### config.mk
export PLATFORM = sky130hd
export DESIGN_NAME = acts_seq
export DESIGN_NICKNAME = d
export VERILOG_FILES = /design/src/rtl/acts_pkg.sv /design/src/rtl/acts_sel_if.sv /design/src/rtl/acts_seq.sv /design/src/rtl/acts_switch_decode.sv
export SDC_FILE = /design/constraint.sdc
export NUM_CORES = 1
export LEC_CHECK = 0
export ABC_AREA = 0
export BUFFER_PORTS_ARGS = -buffer_cell sky130_fd_sc_hd__buf_2
export CAP_MARGIN = 10
export CORE_AREA = 4 4 77 79
export CTS_CLUSTER_DIAMETER = 120
export DETAILED_ROUTE_END_ITERATION = 12
export DIE_AREA = 0 0 81 83
export GPL_TIMING_DRIVEN = 0
export HOLD_SLACK_MARGIN = 0.1
export PLACE_DENSITY = 0.68
export SYNTH_ARGS = -nofsm -noshare
export SYNTH_HDL_FRONTEND = slang
export SYNTH_SLANG_ARGS = --single-unit
### constraint.sdc
create_clock -name clk -period 2.9 [get_ports clk]
set_input_delay 0.435 -clock clk [delete_from_list [all_inputs] [get_ports clk]]
set_output_delay 0.435 -clock clk [all_outputs]
set_load 0.02 [all_outputs]
### src/rtl/acts_pkg.sv
package acts_pkg;
    // ------------------------------------------------------------
    // sequence geometry
    // ------------------------------------------------------------
    localparam int unsigned CHANNELS = 14;
    localparam int unsigned CH_W = 4;
    localparam int unsigned EDGE_W = 5;
    // falling test-clock edges counted from test-select going low
    localparam logic [EDGE_W-1:0] EDGE_RESET = 5'h01;
    localparam logic [EDGE_W-1:0] EDGE_TX_FIRST = 5'h02;
    localparam logic [EDGE_W-1:0] EDGE_RX_FIRST = 5'h11;
    localparam logic [EDGE_W-1:0] EDGE_LAST = 5'h1E;
    localparam logic [CH_W-1:0] CH_RESET = 4'h0;
    localparam logic [EDGE_W-1:0] EDGE_COUNT_RESET = 5'h00;

    typedef enum logic [1:0] {
        ACTS_IDLE,
        ACTS_ARMED,
        ACTS_TX,
        ACTS_RX
    } acts_state_t;
endpackage

### src/rtl/acts_sel_if.sv
// selection bundle from the sequencer to the analog switch matrix decoder
interface acts_sel_if;
    logic test_active;
    logic sel_valid;
    logic sel_receive;
    logic [acts_pkg::CH_W-1:0] sel_channel;

    modport ctrl (output test_active, output sel_valid, output sel_receive, output sel_channel);
    modport mux (input test_active, input sel_valid, input sel_receive, input sel_channel);
endinterface

### src/rtl/acts_seq.sv
// Contract
// - mux logic, clocked by test clock, reset by test-select, routes each channel's pins; the code runs on clk and counts sampled test-clock edges.
// - sequence starts when test-select is driven low with the test clock running.
// - first falling test-clock edge after select low resets counter and selection.
// - second falling edge routes transmit channel 0 onto the test outputs.
// - seventeenth falling edge routes receive channel 0 onto the test outputs.
// - select may return high after edge thirty; then all channels go normal.
module acts_seq (
    // clock and reset
    input wire logic clk,
    input wire logic rst_n,
    // test pins from the board tester
    input wire logic test_select,
    input wire logic test_clock,
    // analog routing control
    output logic [acts_pkg::CHANNELS-1:0] tx_switch_en,
    output logic [acts_pkg::CHANNELS-1:0] rx_switch_en,
    output logic normal_mode,
    // sequence status
    output logic test_active,
    output logic sequence_done,
    output logic [acts_pkg::EDGE_W-1:0] edge_count
);
    // --------------------------------------------------------------
    // sequencer state
    // --------------------------------------------------------------
    typedef struct packed {
        logic [1:0] sel_sync;
        logic [1:0] tck_sync;
        logic tck_prev;
        acts_pkg::acts_state_t state;
        logic [acts_pkg::EDGE_W-1:0] edges;
        logic [acts_pkg::CH_W-1:0] channel;
        logic done;
    } acts_seq_t;

    // select idles high, so a board with no tester attached never starts a sequence;
    // tck_prev starts low so no falling edge can be seen in the first cycles
    localparam acts_seq_t SEQ_RESET = '{
        sel_sync: 2'h3,
        tck_sync: 2'h0,
        tck_prev: 1'b0,
        state: acts_pkg::ACTS_IDLE,
        edges: acts_pkg::EDGE_COUNT_RESET,
        channel: acts_pkg::CH_RESET,
        done: 1'b0
    };

    acts_seq_t s_q;
    acts_seq_t s_d;

    // pin events
    logic tck_fall;
    logic sel_low;

    // position within the sequence
    logic [acts_pkg::EDGE_W-1:0] edges_next;
    logic [acts_pkg::CH_W-1:0] channel_next;
    logic at_first;
    logic at_tx_first;
    logic at_rx_first;
    logic at_last;

    // selection handed to the switch decoder
    logic seq_idle;
    logic in_tx;
    logic in_rx;
    logic routing;
    logic channel_ok;

    // the bundle stays inside the block; the top keeps plain ports
    acts_sel_if sel_bus ();

    // --------------------------------------------------------------
    // pin sampling
    // --------------------------------------------------------------
    // the test clock is far slower than clk, so two-flop sampling is enough to count it;
    // a level held for less than three clk periods may be lost
    // edges are found on the second stage only; the first stage feeds nothing else
    assign tck_fall = s_q.tck_prev && !s_q.tck_sync[1];
    assign sel_low = !s_q.sel_sync[1];

    // --------------------------------------------------------------
    // sequence position
    // --------------------------------------------------------------
    // falling test-clock edges counted while select is low:
    //   1       counter and selection cleared, nothing routed
    //   2..15   transmit pins of channels 0..13
    //   16      gap: channel code 14 matches no switch
    //   17..30  receive pins of channels 0..13
    //   31 on   receive channel 13 stays routed
    // the count saturates, so a tester that keeps clocking never wraps into a second pass
    assign edges_next = (s_q.edges == acts_pkg::EDGE_LAST) ? s_q.edges : s_q.edges + 1'b1;
    assign channel_next = s_q.channel + 1'b1;
    assign at_first = (edges_next == acts_pkg::EDGE_RESET);
    assign at_tx_first = (edges_next == acts_pkg::EDGE_TX_FIRST);
    assign at_rx_first = (edges_next == acts_pkg::EDGE_RX_FIRST);
    assign at_last = (edges_next == acts_pkg::EDGE_LAST);

    // --------------------------------------------------------------
    // sequencer
    // --------------------------------------------------------------
    always_comb
    begin
        s_d = s_q;
        // select is a level; it also serves as the synchronous reset of the sequence
        s_d.sel_sync = {s_q.sel_sync[0], test_select};
        s_d.tck_sync = {s_q.tck_sync[0], test_clock};
        s_d.tck_prev = s_q.tck_sync[1];
        if (!sel_low)
        begin
            // select high acts as the sequencer's reset
            s_d.state = acts_pkg::ACTS_IDLE;
            s_d.edges = acts_pkg::EDGE_COUNT_RESET;
            s_d.channel = acts_pkg::CH_RESET;
            s_d.done = 1'b0;
        end
        else if (tck_fall)
        begin
            s_d.edges = edges_next;
            unique case (s_q.state)
                acts_pkg::ACTS_IDLE:
                begin
                    // the first counted edge only clears; nothing is routed yet
                    if (at_first)
                    begin
                        s_d.state = acts_pkg::ACTS_ARMED;
                    end
                    s_d.channel = acts_pkg::CH_RESET;
                end

                acts_pkg::ACTS_ARMED:
                begin
                    // edge two hands transmit channel 0 to the switches
                    if (at_tx_first)
                    begin
                        s_d.state = acts_pkg::ACTS_TX;
                    end
                    s_d.channel = acts_pkg::CH_RESET;
                end

                acts_pkg::ACTS_TX:
                begin
                    // edge seventeen opens the receive half
                    if (at_rx_first)
                    begin
                        s_d.state = acts_pkg::ACTS_RX;
                        s_d.channel = acts_pkg::CH_RESET;
                    end
                    else
                    begin
                        // after channel 13 the code steps to 14, which closes no switch
                        s_d.channel = channel_next;
                    end
                end

                acts_pkg::ACTS_RX:
                begin
                    // no step once the count has saturated
                    if (s_q.edges != acts_pkg::EDGE_LAST)
                    begin
                        s_d.channel = channel_next;
                    end
                    // last receive channel stays routed until select returns
                    s_d.done = at_last;
                end
            endcase
        end
    end

    // --------------------------------------------------------------
    // state register
    // --------------------------------------------------------------
    // one register for all state keeps the reset image and the clocking in one place
    always_ff @(posedge clk or negedge rst_n)
    begin
        if (!rst_n)
        begin
            s_q <= SEQ_RESET;
        end
        else
        begin
            s_q <= s_d;
        end
    end

    // --------------------------------------------------------------
    // routing
    // --------------------------------------------------------------
    // routing is offered only while the synchronised select is low, so a return to normal cuts it at once;
    // the decoder adds one register, so the switches follow the count one clk later
    assign seq_idle = (s_q.state == acts_pkg::ACTS_IDLE);
    assign in_tx = (s_q.state == acts_pkg::ACTS_TX);
    assign in_rx = (s_q.state == acts_pkg::ACTS_RX);
    assign routing = sel_low && (in_tx || in_rx);
    assign channel_ok = (s_q.channel < acts_pkg::CHANNELS);
    assign sel_bus.test_active = sel_low && !seq_idle;
    assign sel_bus.sel_valid = routing && channel_ok;
    assign sel_bus.sel_receive = in_rx;
    assign sel_bus.sel_channel = s_q.channel;

    acts_switch_decode u_decode (
        .clk(clk),
        .rst_n(rst_n),
        .sel(sel_bus),
        .tx_switch_en(tx_switch_en),
        .rx_switch_en(rx_switch_en),
        .normal_mode(normal_mode)
    );

    // --------------------------------------------------------------
    // status
    // --------------------------------------------------------------
    // edge_count stands at thirty once saturated, and sequence_done holds until select returns high;
    // a second start needs select high for at least three clk so the sampler sees it
    assign test_active = sel_bus.test_active;
    assign sequence_done = s_q.done;
    assign edge_count = s_q.edges;
endmodule

### src/rtl/acts_switch_decode.sv
// registered one-hot switch enables for the analog test multiplexer
module acts_switch_decode (
    // clock and reset
    input wire logic clk,
    input wire logic rst_n,
    // selection
    acts_sel_if.mux sel,
    // switch enables
    output logic [acts_pkg::CHANNELS-1:0] tx_switch_en,
    output logic [acts_pkg::CHANNELS-1:0] rx_switch_en,
    output logic normal_mode
);
    typedef struct packed {
        logic [acts_pkg::CHANNELS-1:0] tx;
        logic [acts_pkg::CHANNELS-1:0] rx;
        logic normal;
    } acts_dec_t;

    acts_dec_t s_q;
    acts_dec_t s_d;
    logic [acts_pkg::CHANNELS-1:0] hit;

    genvar g;
    generate
        for (g = 0; g < acts_pkg::CHANNELS; g++)
        begin : g_ch
            assign hit[g] = sel.sel_valid && (sel.sel_channel == g[acts_pkg::CH_W-1:0]);
        end
    endgenerate

    always_comb
    begin
        s_d.tx = sel.sel_receive ? '0 : hit;
        s_d.rx = sel.sel_receive ? hit : '0;
        // leaving test mode drops every switch at once
        s_d.normal = !sel.test_active;
    end

    always_ff @(posedge clk or negedge rst_n)
    begin
        if (!rst_n)
        begin
            s_q <= '{tx: '0, rx: '0, normal: 1'b1};
        end
        else
        begin
            s_q <= s_d;
        end
    end

    assign tx_switch_en = s_q.tx;
    assign rx_switch_en = s_q.rx;
    assign normal_mode = s_q.normal;
endmodule
## Word-level counts from Yosys, hierarchy flattened

Cells that the tools add are included.

| word-level totals | value |
|---|---|
| register bits | 46 |
| bits in latches | 0 |
| memory bits (writable) | 0 |
| memory bits (read-only) | 0 |
| input port bits | 4 |
| memories | 0 |

| cells by class | value |
|---|---|
| $add $sub $neg | 2 |
| multipliers | 0 |
| divide/modulo/power cells | 0 |
| magnitude comparators | 1 |
| equal/unequal tests | 26 |
| shift operators | 0 |
| multiplexer cells | 13 |
| bitwise operators | 0 |
| reductions and logical operators | 32 |

Operators by type and width:

| kind | count |
|---|---|
| $mux W14 | 2 |
| $eq A4 B4 Y1 const B | 6 |
| $mux W12 | 2 |
| $logic_and A1 B1 Y1 | 18 |
| $eq A4 B3 Y1 const B | 4 |
| $eq A5 B5 Y1 const B | 3 |
| $pmux W4 S3 | 1 |
| $ne A3 B3 Y1 const B | 3 |
| $eq A4 B2 Y1 const B | 2 |
| $mux W4 | 2 |
| $mux W2 | 3 |
| $pmux W2 S3 | 1 |
| $add A5 B1 Y5 const B | 1 |
| $eq A5 B1 Y1 const B | 1 |
| $eq A5 B2 Y1 const B | 1 |
| $mux W5 | 1 |
| $ne A5 B5 Y1 const B | 1 |
| $reduce_and A5 Y1 | 1 |
| $add A4 B1 Y4 const B | 1 |
| $eq A2 B2 Y1 const B | 2 |
| $eq A4 B1 Y1 const B | 1 |
| $logic_not A1 Y1 | 4 |
| $logic_not A4 Y1 | 1 |
| $lt A4 B4 Y1 const B | 1 |
| other kinds (9) | 11 |

## Longest topological paths before layout

Gate-level depths: netlist of the first run.

| logic depth | value |
|---|---|
| word-level depth | 7 |
| depth in mapped cells | 8 |
| depth with buffers taken out | 8 |

## Modules after synthesis

Synthesis of the first run repeated with hierarchy kept, for this count alone.

| second synthesis, totals | value |
|---|---|
| cells, all modules | 191 |
| area total of the unflattened synthesis | 2050.7 um^2 |

Modules (own cells, without submodules):

| module | times used | cells each | area an instance (um^2) |
|---|---|---|---|
| acts_seq | 1 | 118 | 1101.1 |
| acts_switch_decode | 1 | 73 | 949.7 |

## Worst setup path before layout of the first run

OpenSTA, ideal clock, no wires.

| timing | value |
|---|---|
| kind | reg-to-reg |
| start point | register s_q (netlist bit edge_count[0]) |
| end point | register s_q[11] in the netlist's numbering |
| setup time | 99 ps |
| arrival | 1840 ps |
| required time | 2801 ps |
| setup slack | 961 ps |
| cell stages (with the launch flop) | 9 |
| path through | dfrtp_1 > inv_1 > ha_1 > or2b_2 > mux2i_1 > nand4_1 > o22ai_2 > a21oi_2 > a311oi_1 |

| on the way | value |
|---|---|
| cells in the longest elaborated chain, start to end | 5 |

RTL lines:

| item | RTL line | text |
|---|---|---|
| from (decl) | acts_seq.sv:49 | `acts_seq_t s_q;` |
| from (signal assigned) | acts_seq.sv:179 | `s_q <= SEQ_RESET;` |
| from (signal assigned) | acts_seq.sv:183 | `s_q <= s_d;` |
| $add A5 B1 Y5 or $eq A5 B5 Y1 (tied branches) | acts_seq.sv:93 | `assign edges_next = (s_q.edges == acts_pkg::EDGE_LAST) ? s_q.edges : s_q.edges + 1'b1;` |
| $mux W5 * | acts_seq.sv:93 |  |
| $eq A5 B5 Y1 (tied with other cells) | acts_seq.sv:97 | `assign at_rx_first = (edges_next == acts_pkg::EDGE_RX_FIRST);` |
| $ne A3 B3 Y1 (no line) | n/a |  |
| $reduce_and A5 Y1 (no line) * | n/a |  |

Mark *: on every way between the ends. The rest lies on a longest branch, timed or not.
A chain may end at the register's enable or synchronous reset.

## Final worst setup path of the first run

Same ends and word-level chain as after synthesis.

==> results of run 1 <==
cell type report:
class                   instances  area (sq um)
plain buffers                  11          60.1
fillers                       519          2890
multi-input cells             124           802
well taps                      72          90.1
inverters                       9          33.8
repair buffers                 39           195
clock buffers                   6          72.6
flip-flops and latches         46          1150
clock inverters                 2          37.5
per-stage QoR:
step | utilization | total power (W) | setup WS [ns]
2_1_floorplan | - | 0.000866 | 0.961
3_5_place_dp | 0.438 | 0.000933 | 0.698
6_report | 0.458 | 0.00138 | 0.667
5_1_grt | 0.458 | 0.00148 | 0.395
4_1_cts | 0.458 | 0.00140 | 0.674
3_3_place_gp | 0.438 | 0.000927 | 0.731
power by group through the flow:
| stage | Sequential (W) | Combinational (W) | Clock (W) |
|---|---|---|---|
| finish | 0.000689 | 0.000229 | 0.000465 |
| CTS | 0.000688 | 0.000233 | 0.000483 |
| global route | 0.000694 | 0.000264 | 0.000519 |
| global placement | 0.000701 | 0.000225 | 0 |
| detailed placement | 0.000701 | 0.000232 | 0 |
| floorplan | 0.000710 | 0.000156 | 0 |
cell families after synthesis:
logic type               after synthesis  share of synthesized area
XOR/XNOR                               1                    0.00427
flip-flops                            46                      0.563
buffers and inverters                 20                     0.0458
AND/OR/NAND/NOR                       80                      0.187
AO/OA/AOI/OAI                         29                      0.110
adder cells (fa/ha/maj)               11                     0.0671
multiplexers                           3                     0.0232
worst paths after layout:
path                                     from                        to  slack (ns)  cells past startpoint
worst max-delay path            edge_count[0]                   s_q[11]        0.67                      8
worst min-delay path              test_select                   s_d[16]        0.23                      1
worst max register to register  edge_count[0]                   s_q[11]        0.67                      8
worst min register to register        s_d[14]                   s_d[12]        0.35                      0
max in group asynchronous               rst_n                   s_d[14]        2.03                      1
min in group asynchronous               rst_n  u_decode.rx_switch_en[1]        0.27                      1
critical path, delay by kind of cell (launching register included):
kind                       cells  cell delay (ns)
muxes                          1             0.23
buffers and inverters          1             0.11
AOI/OAI and AO/OA              3             0.58
adders and majority gates      1             0.32
DFF                            1             0.46
and+or+nand+nor                2             0.44
routing by layer:
metal  routed length, um  share of wire  global-route usage  vias up
li1                    -              -                   -      721
met1                1710           0.44               0.161      682
met2                1820           0.47               0.199       43
met3                 296          0.076              0.0456        7
met4                  70          0.018              0.0461        0
met5                   0              0                   0        -
cell usage after synthesis (2+ instances only):
master    count  share of area
a21oi_1      10          0.024
nor3_1        2         0.0049
o31ai_1       2         0.0073
nand3_2       2         0.0098
a21o_1        2         0.0073
inv_1         9          0.016
nand4_1       3         0.0092
nor2_1       34          0.062
buf_4         5          0.018
o21ai_0       3         0.0073
ha_1         11          0.067
nand3_1       4         0.0098
clkbuf_1      6          0.011
nand2_1      21          0.038
or3_1         2         0.0061
nand3b_1      2         0.0073
dfrtp_1      43           0.52
o21ai_2       2         0.0085
dfstp_2       3          0.038
a311oi_1      2         0.0085
or2_2         2         0.0061
sequential cells by signal, indices dropped and copies added, names as in the netlist:
name / cells
s_d: 3
edge_count: 5
s_q: 4
u_decode.tx_switch_en: 14
sel_bus.sel_channel: 4
sequence_done: 1
u_decode.rx_switch_en: 14
u_decode.normal_mode: 1
cell usage in the layout, fill, tap and decap left out, types with 2 or more instances in the layout:
cell	count
a21o_1	2
a21oi_1	10
a311oi_1	2
buf_2	39
buf_4	5
clkbuf_1	7
clkbuf_8	5
dfrtp_1	43
dfstp_2	3
ha_1	11
inv_1	9
nand2_1	21
nand3_1	4
nand3_2	2
nand3b_1	2
nand4_1	3
nor2_1	34
nor3_1	2
o21ai_0	3
o21ai_2	2
o31ai_1	2
or2_2	2
or3_1	2
==> impl_metrics.tcl, run 1 <==
set metrics [dict create \
    outcome "finished, final reports clean" \
    power_frac_seq 0.498 \
    p_leak_nw 1.20 \
    syn_avg_cell_area_sq_um 10.8 \
    vias_per_cell 4.70 \
    synth_edf_count 0 \
    ys_types 41 \
    grt_antenna_before_repair 0 \
    swShare 0.271 \
    ant_nets 0 \
    coreArea_sq_mm 0.00534 \
    yosysWarnings 0 \
    critPathMaxFanout 7 \
    cts.htree.levels 2 \
    gp_congestion 0.791 \
    routed_wire_length_per_instance_um 12.6 \
    rsz0062_at_grt "false" \
    die_area_sq_mm 0.00672 \
    layout.nets 251 \
    critPathLaunchType "register" \
    cp_cell_sequence "inv_1 > ha_1 > or2b_2 > mux2i_1 > nand4_1 > o22ai_2 > a21oi_2 > a311oi_1" \
    cts_hold_buf 0 \
    io_pins 40 \
    ir_worst_vdd_mv 0.327 \
    grt_max_degree 47 \
    maxCapViolations 0 \
    tritoncts "built" \
    grt_pass1_wl_mm 6.66 \
    clk_transition_reported_paths_ns 0.08 \
    hp-class "primary input to register" \
    hpwl_mm 2.80 \
    die_x_um 81 \
    finClkSkew_ns 0.00731 \
    p_int_w 0.00101 \
    syn_area_sq_mm 0.00205 \
    numPortBuffers 39 \
    synthArstFlopShare 1.00 \
    cp_data_arrival_time_ns 2.44 \
    cts_buffer_depth 2 \
    root_buffer "clkbuf_8" \
    clock_sinks 46 \
    detail_route.iter0.violations 39 \
    synthCells 190 \
    fin_crit_sh 0.770 \
    fin_area_sq_mm 0.00245 \
    drc_errors 0 \
    syn_to_final_growth_pct 19.3 \
    synth_flop_cell "dfrtp_1" \
    die_h_um 83 \
    p_comb_frac 0.166 \
    cpMaxStageDelayCell "dfrtp_1" \
    max_stage_delay_ns 0.46 \
    fmax_ghz 0.448 \
    drive_gt1_frac 0.300 \
    numCtsBuffers 5 \
    p_switching_w 0.000375 \
    layout.cells.non_filler 309 \
    setup_violations 0 \
    drt_wl_total_mm 3.89 \
    grt_overflow 0 \
    cts_setup_buffers 0 \
    initial_utilization 0.384 \
    postPlaceCellArea_sq_mm 0.00234 \
    min_period_ns 2.23 \
    first_global_vias 1390 \
    fp-row-count 27 \
    ys_seq_area_frac 0.563 \
    syn_nets 205 \
    holdWs_ns 0.227 \
    vias 1453 \
    power_density_mw_per_mm2 565 \
    grt_usage 0.127 \
    p_clk_frac 0.336 \
    required_ns 3.11 \
    max_slew_margin 0.365 \
    tightest_slew_ns 0.953 \
    clk-insertion-delay-late_ns 0.30 \
    fin_setup_tns_ns 0 \
    drtPass1Iterations 4 \
    cts_resized 0 \
    ys_ff_latch 46 \
    hold_viol 0 \
    drv_slew 0 \
    dp.cells 301 \
    critPathKind "register to register" \
    n_antenna_cell 0 \
    crit_path_end_kind "register" \
]
(Power assumes the default switching activity.)
==> run 2, diff against run 1 <==
clock period = 2.3 ns   (was 2.9 ns; I/O delays follow)
==> run 2 against run 1 <==
  * Combinational power rose by 40%
  * Die area unchanged
  * Via count up 0.76%
  * Clock skew rose by 0.0024 ns
  * Total power is 29% higher
  * Sequential power rose by 26%
  * Flip-flop and latch count unchanged
  * Sequential share of layout area is 0.71 points lower
  * Clock power rose by 27%
  * Count of clock-buffer cells in the layout unchanged
  * Highest routed layer unchanged
==> impl_metrics.tcl, run 2 (synthesis results as in run 1) <==
set metrics [dict create \
    grt_max_degree 47 \
    hold_viol 0 \
    detail_route.iter0.violations 49 \
    worst_hold_path.endpoint "s_d[16]" \
    drv_slew 0 \
    required_ns 2.52 \
    min_period_ns 2.16 \
    die_area_sq_mm 0.00672 \
    grt_pass1_wl_mm 6.66 \
    clock_sinks 46 \
    cts_hold_buf 0 \
    clk_transition_reported_paths_ns 0.09 \
    numPortBuffers 39 \
    ant_nets 0 \
    hp-class "primary input to register" \
    fin_setup_tns_ns 0 \
    power_density_mw_per_mm2 716 \
    tritoncts "built" \
    clk-insertion-delay-late_ns 0.31 \
    syn_to_final_growth_pct 21.4 \
    r2r_setup_slack_ns 0.14 \
    grt_usage 0.127 \
    grt.met1_usage 0.161 \
    hold_path_depth 1 \
    finClkSkew_ns 0.00975 \
    layout_commonest_cell "dfrtp_1" \
    postPlaceCellArea_sq_mm 0.00234 \
    initial_utilization 0.384 \
    io_pins 40 \
    place_ws_ns 0.0984 \
    reg2reg_depth 8 \
    drtPass1Iterations 4 \
    crit_path_end_kind "register" \
    gp_congestion 0.791 \
    tightest_slew_ns 0.950 \
    finalWorstSetupSlack_ns 0.139 \
    critPathKind "register to register" \
    critPathMaxFanout 4 \
    gr-usage-met3 0.0456 \
    grt.busiest_layer "met2" \
    max_slew_margin 0.367 \
    fin_crit_sh 0.940 \
    grt_overflow 0 \
    routed_wire_length_per_instance_um 12.8 \
    coreArea_sq_mm 0.00534 \
    fp-row-count 27 \
    grt_antenna_before_repair 0 \
    outcome "finished, final reports clean" \
    drt_wl_total_mm 4.00 \
    die_h_um 83 \
    final_util 0.466 \
    grt_use_met2 0.199 \
    drive_gt1_frac 0.328 \
    p_leak_nw 1.22 \
    setup_violations 0 \
    cts_buffer_depth 2 \
    critPathLaunchType "register" \
    fin_area_sq_mm 0.00249 \
    ir_worst_vdd_mv 0.412 \
    fmax_ghz 0.463 \
    n_fill_cell 515 \
    vias_per_cell 4.68 \
    die_x_um 81 \
    maxCapViolations 0 \
    hpwl_mm 2.80 \
    cts.htree.levels 2 \
    layout.cells.non_filler 313 \
    n_antenna_cell 0 \
    vias 1464 \
    r2r_start "edge_count[0]" \
    min_from "test_select" \
    first_global_vias 1390 \
    dp.cells 301 \
    layout.nets 255 \
    cp_data_arrival_time_ns 2.38 \
    numCtsBuffers 5 \
    drc_errors 0 \
    reg2reg_to "s_q[11]" \
    final_cell_mix "41 x dfrtp_1, 39 x buf_2, 34 x nor2_1, 21 x nand2_1, 11 x ha_1" \
    root_buffer "clkbuf_8" \
]
## run 2: changes by cell type in the layout (fill, tap and decap cells not counted)
cell and delta:
buf_4 +4, a311oi_2 +1, mux2i_1 -1, dfrtp_1 -2, a311oi_1 -1, dfrtp_2 +2, mux2i_2 +1
## run 2: per-layer routing
layer / vias to the layer above / share of wire
li1: 727 / -
met4: 0 / 0.017
met2: 39 / 0.47
met5: - / 0
met1: 692 / 0.44
met3: 6 / 0.073
## run 2: worst max-delay path: stages (launching register included)
cell      delay [ns]
dfrtp_2         0.43
inv_1           0.10
ha_1            0.22
and4_2          0.30
mux2i_2         0.26
nand4_1         0.14
o22ai_2         0.29
a21oi_2         0.09
a311oi_2        0.24
## run 2: area by class of cell
type                       count  area, sq um  share of cell area
buffer                        11         60.1              0.0241
clock buffer                   6         72.6              0.0292
clock inverter                 2         37.5              0.0151
inverter                       9         33.8              0.0136
multi-input combinational    124          812               0.326
sequential                    46         1160               0.465
tap                           72         90.1              0.0362
timing repair buffer          43          225              0.0905
## run 2: power by group
group	internal [W]	switching, W	leakage (nW)
Sequential	0.000844	0.0000251	0.620
Clock	0.000324	0.000267	0.0514
Combinational	0.000122	0.000199	0.545
Total	0.00129	0.000492	1.22
## run 2: how the worst max path moves through the flow
stage                   end  cells after the start     startpoint
finish              s_q[11]                      8  edge_count[0]
global route        s_q[11]                      8  edge_count[0]
CTS                 s_q[11]                      8  edge_count[0]
detailed placement  s_q[11]                      8  edge_count[0]
global placement    s_q[11]                      8  edge_count[0]
floorplan           s_q[11]                      8  edge_count[0]
## run 2: what timing repair did
| item | in CTS | in global routing |
|---|---|---|
| setup endpoints to repair | 0 | 3 |
| gates resized for setup | 0 | 4 |
| setup buffers | 0 | 4 |
## run 2: through the flow
| step | hold slack, ns | power, W |
|---|---|---|
| after detailed placement | 0.337 | 0.00118 |
| after global routing | 0.118 | 0.00189 |
| after CTS | 0.121 | 0.00177 |
| after floorplan | 0.0494 | 0.00109 |
| final | 0.137 | 0.00178 |
| after global placement | 0.336 | 0.00117 |
==> run 3, diff against run 2 <==
BUFFER_PORTS_ARGS = -buffer_cell sky130_fd_sc_hd__clkbuf_2   (was -buffer_cell sky130_fd_sc_hd__buf_2)
MAX_ROUTING_LAYER = met4   (was unset)
==> run 3 against run 2 <==
  * Core utilization fell by 0.30 points
  * Critical path depth did not move
  * Die area is the same
  * Maximum frequency rose by 0.35%
  * Worst hold slack worse by 0.022 ns
  * Flip-flop and latch count unchanged
  * Count of clock-buffer cells in the layout stayed put
  * Cell count fell by 0.32%
  * Sequential power is essentially flat
  * Wire length is 1.3% lower
  * Highest routed layer unchanged
==> impl_metrics.tcl, run 3 (synthesis results as in run 1) <==
set metrics [dict create \
    drive_gt1_frac 0.317 \
    p_leak_nw 1.18 \
    grt_usage 0.129 \
    tightest_slew_ns 0.512 \
    multi_input_area_sq_um 813 \
    root_buffer "clkbuf_8" \
    fp-row-count 27 \
    n_antenna_cell 0 \
    layout_commonest_cell "dfrtp_1" \
    clock_sinks 46 \
    critPathLaunchType "register" \
    vias_per_cell 4.66 \
    cpMaxStageDelayCell "dfrtp_2" \
    initial_utilization 0.384 \
    grt_overflow 0 \
    cts.htree.levels 2 \
    routed_wire_length_per_instance_um 12.6 \
    die_x_um 81 \
    coreArea_sq_mm 0.00534 \
    numCtsBuffers 5 \
    grt_antenna_before_repair 0 \
    io_pins 40 \
    worst_hold_path.endpoint "s_d[16]" \
    hold_viol 0 \
    layout.cells.non_filler 312 \
    hpwl_mm 2.76 \
    n_fill_cell 527 \
    layout.nets 254 \
    cp_data_arrival_time_ns 2.36 \
    detail_route.iter0.violations 49 \
    r2r_start "edge_count[0]" \
    maxCapViolations 0 \
    seqCellArea_sq_mm 0.00116 \
    drc_errors 0 \
    gp_congestion 0.826 \
    die_area_sq_mm 0.00672 \
    first_global_vias 1440 \
    holdWs_ns 0.115 \
    fin_crit_sh 0.936 \
    clk_transition_reported_paths_ns 0.09 \
    dp.cells 301 \
    cp_cell_sequence "inv_1 > ha_1 > or2b_2 > mux2i_2 > nand4_1 > o22ai_2 > a21oi_2 > a311oi_2" \
    grt_pass1_wl_mm 6.65 \
    reg2reg_to "s_q[11]" \
    critPathKind "register to register" \
    hp-class "primary input to register" \
    syn_to_final_growth_pct 20.6 \
    outcome "finished, final reports clean" \
    max_stage_delay_ns 0.42 \
    ir_worst_vdd_mv 0.399 \
    min_period_ns 2.15 \
    drt_wl_total_mm 3.95 \
    drtPass1Iterations 4 \
    cts_buffer_depth 2 \
    tritoncts "built" \
    p_total_w 0.00167 \
    min_from "test_select" \
    final_cell_mix "42 x dfrtp_1, 39 x clkbuf_2, 34 x nor2_1, 21 x nand2_1, 11 x ha_1" \
    reg2reg_depth 8 \
    max_slew_margin 0.658 \
    required_ns 2.51 \
    die_h_um 83 \
    setup_violations 0 \
    ant_nets 0 \
    vias 1453 \
    critPathMaxFanout 7 \
    fmax_ghz 0.464 \
    hold_path_depth 1 \
    drv_slew 0 \
    finClkSkew_ns 0.00926 \
    grt_max_degree 47 \
    power_density_mw_per_mm2 677 \
    clk-insertion-delay-late_ns 0.30 \
    r2r_setup_slack_ns 0.15 \
    crit_path_end_kind "register" \
    numPortBuffers 39 \
]
-- run 3: metrics by stage --
| step | worst slack (ns) | area, sq um | setup TNS (ns) | utilization |
|---|---|---|---|---|
| final | 0.147 | 2470 | 0 | 0.463 |
| after global routing | -0.00982 | 2470 | -0.00982 | 0.463 |
| after CTS | 0.108 | 2420 | 0 | 0.454 |
| after detailed placement | 0.139 | 2340 | 0 | 0.438 |
| after global placement | 0.136 | 2340 | 0 | 0.438 |
| after floorplan | 0.361 | 2050 | 0 | - |
-- run 3: worst max path at each step --
stage	start	end	slack (ns)	cells past startpoint
floorplan	edge_count[0]	s_q[11]	0.36	8
global placement	edge_count[0]	s_q[11]	0.14	8
detailed placement	edge_count[0]	s_q[11]	0.14	8
CTS	edge_count[0]	s_q[11]	0.11	8
global route	edge_count[0]	s_q[11]	-0.01	8
finish	edge_count[0]	s_q[11]	0.15	8
-- run 3: metal layers --
layer,track usage,part of all wire
met1,0.164,0.47
met5,-,0
met3,0.0304,0.068
met2,0.202,0.45
met4,0.0415,0.013
-- run 3: area by class of cell --
cell class / count / share of cell area
buffer: 11 / 0.0243
clock buffer: 6 / 0.0294
clock inverter: 2 / 0.00557
inverter: 9 / 0.0137
multi-input combinational: 124 / 0.329
sequential: 46 / 0.468
tap: 72 / 0.0364
timing repair buffer: 42 / 0.0941
-- run 3: what timing repair did --
| action | in CTS | in global routing |
|---|---|---|
| buffers inserted | 0 | 1 |
| setup endpoints to repair | 0 | 2 |
| hold buffers | 0 | 1 |
| resized for setup | 0 | 4 |
| endpoints found under the hold margin | 0 | 14 |
-- run 3: worst max-delay path, delay by kind of cell (launching register included) --
family                   cells  cell delay [ns]
AO/OA/AOI/OAI                3             0.61
AND/OR/NAND/NOR              2             0.44
multiplexers                 1             0.19
buffers and inverters        1             0.09
flip-flops                   1             0.42
adder cells (fa/ha/maj)      1             0.31
-- run 3: power breakdown --
part	leakage, nW	internal, W	switching (W)
clock network	0.0452	0.000215	0.000271
registers	0.621	0.000844	0.0000256
logic	0.513	0.000122	0.000196
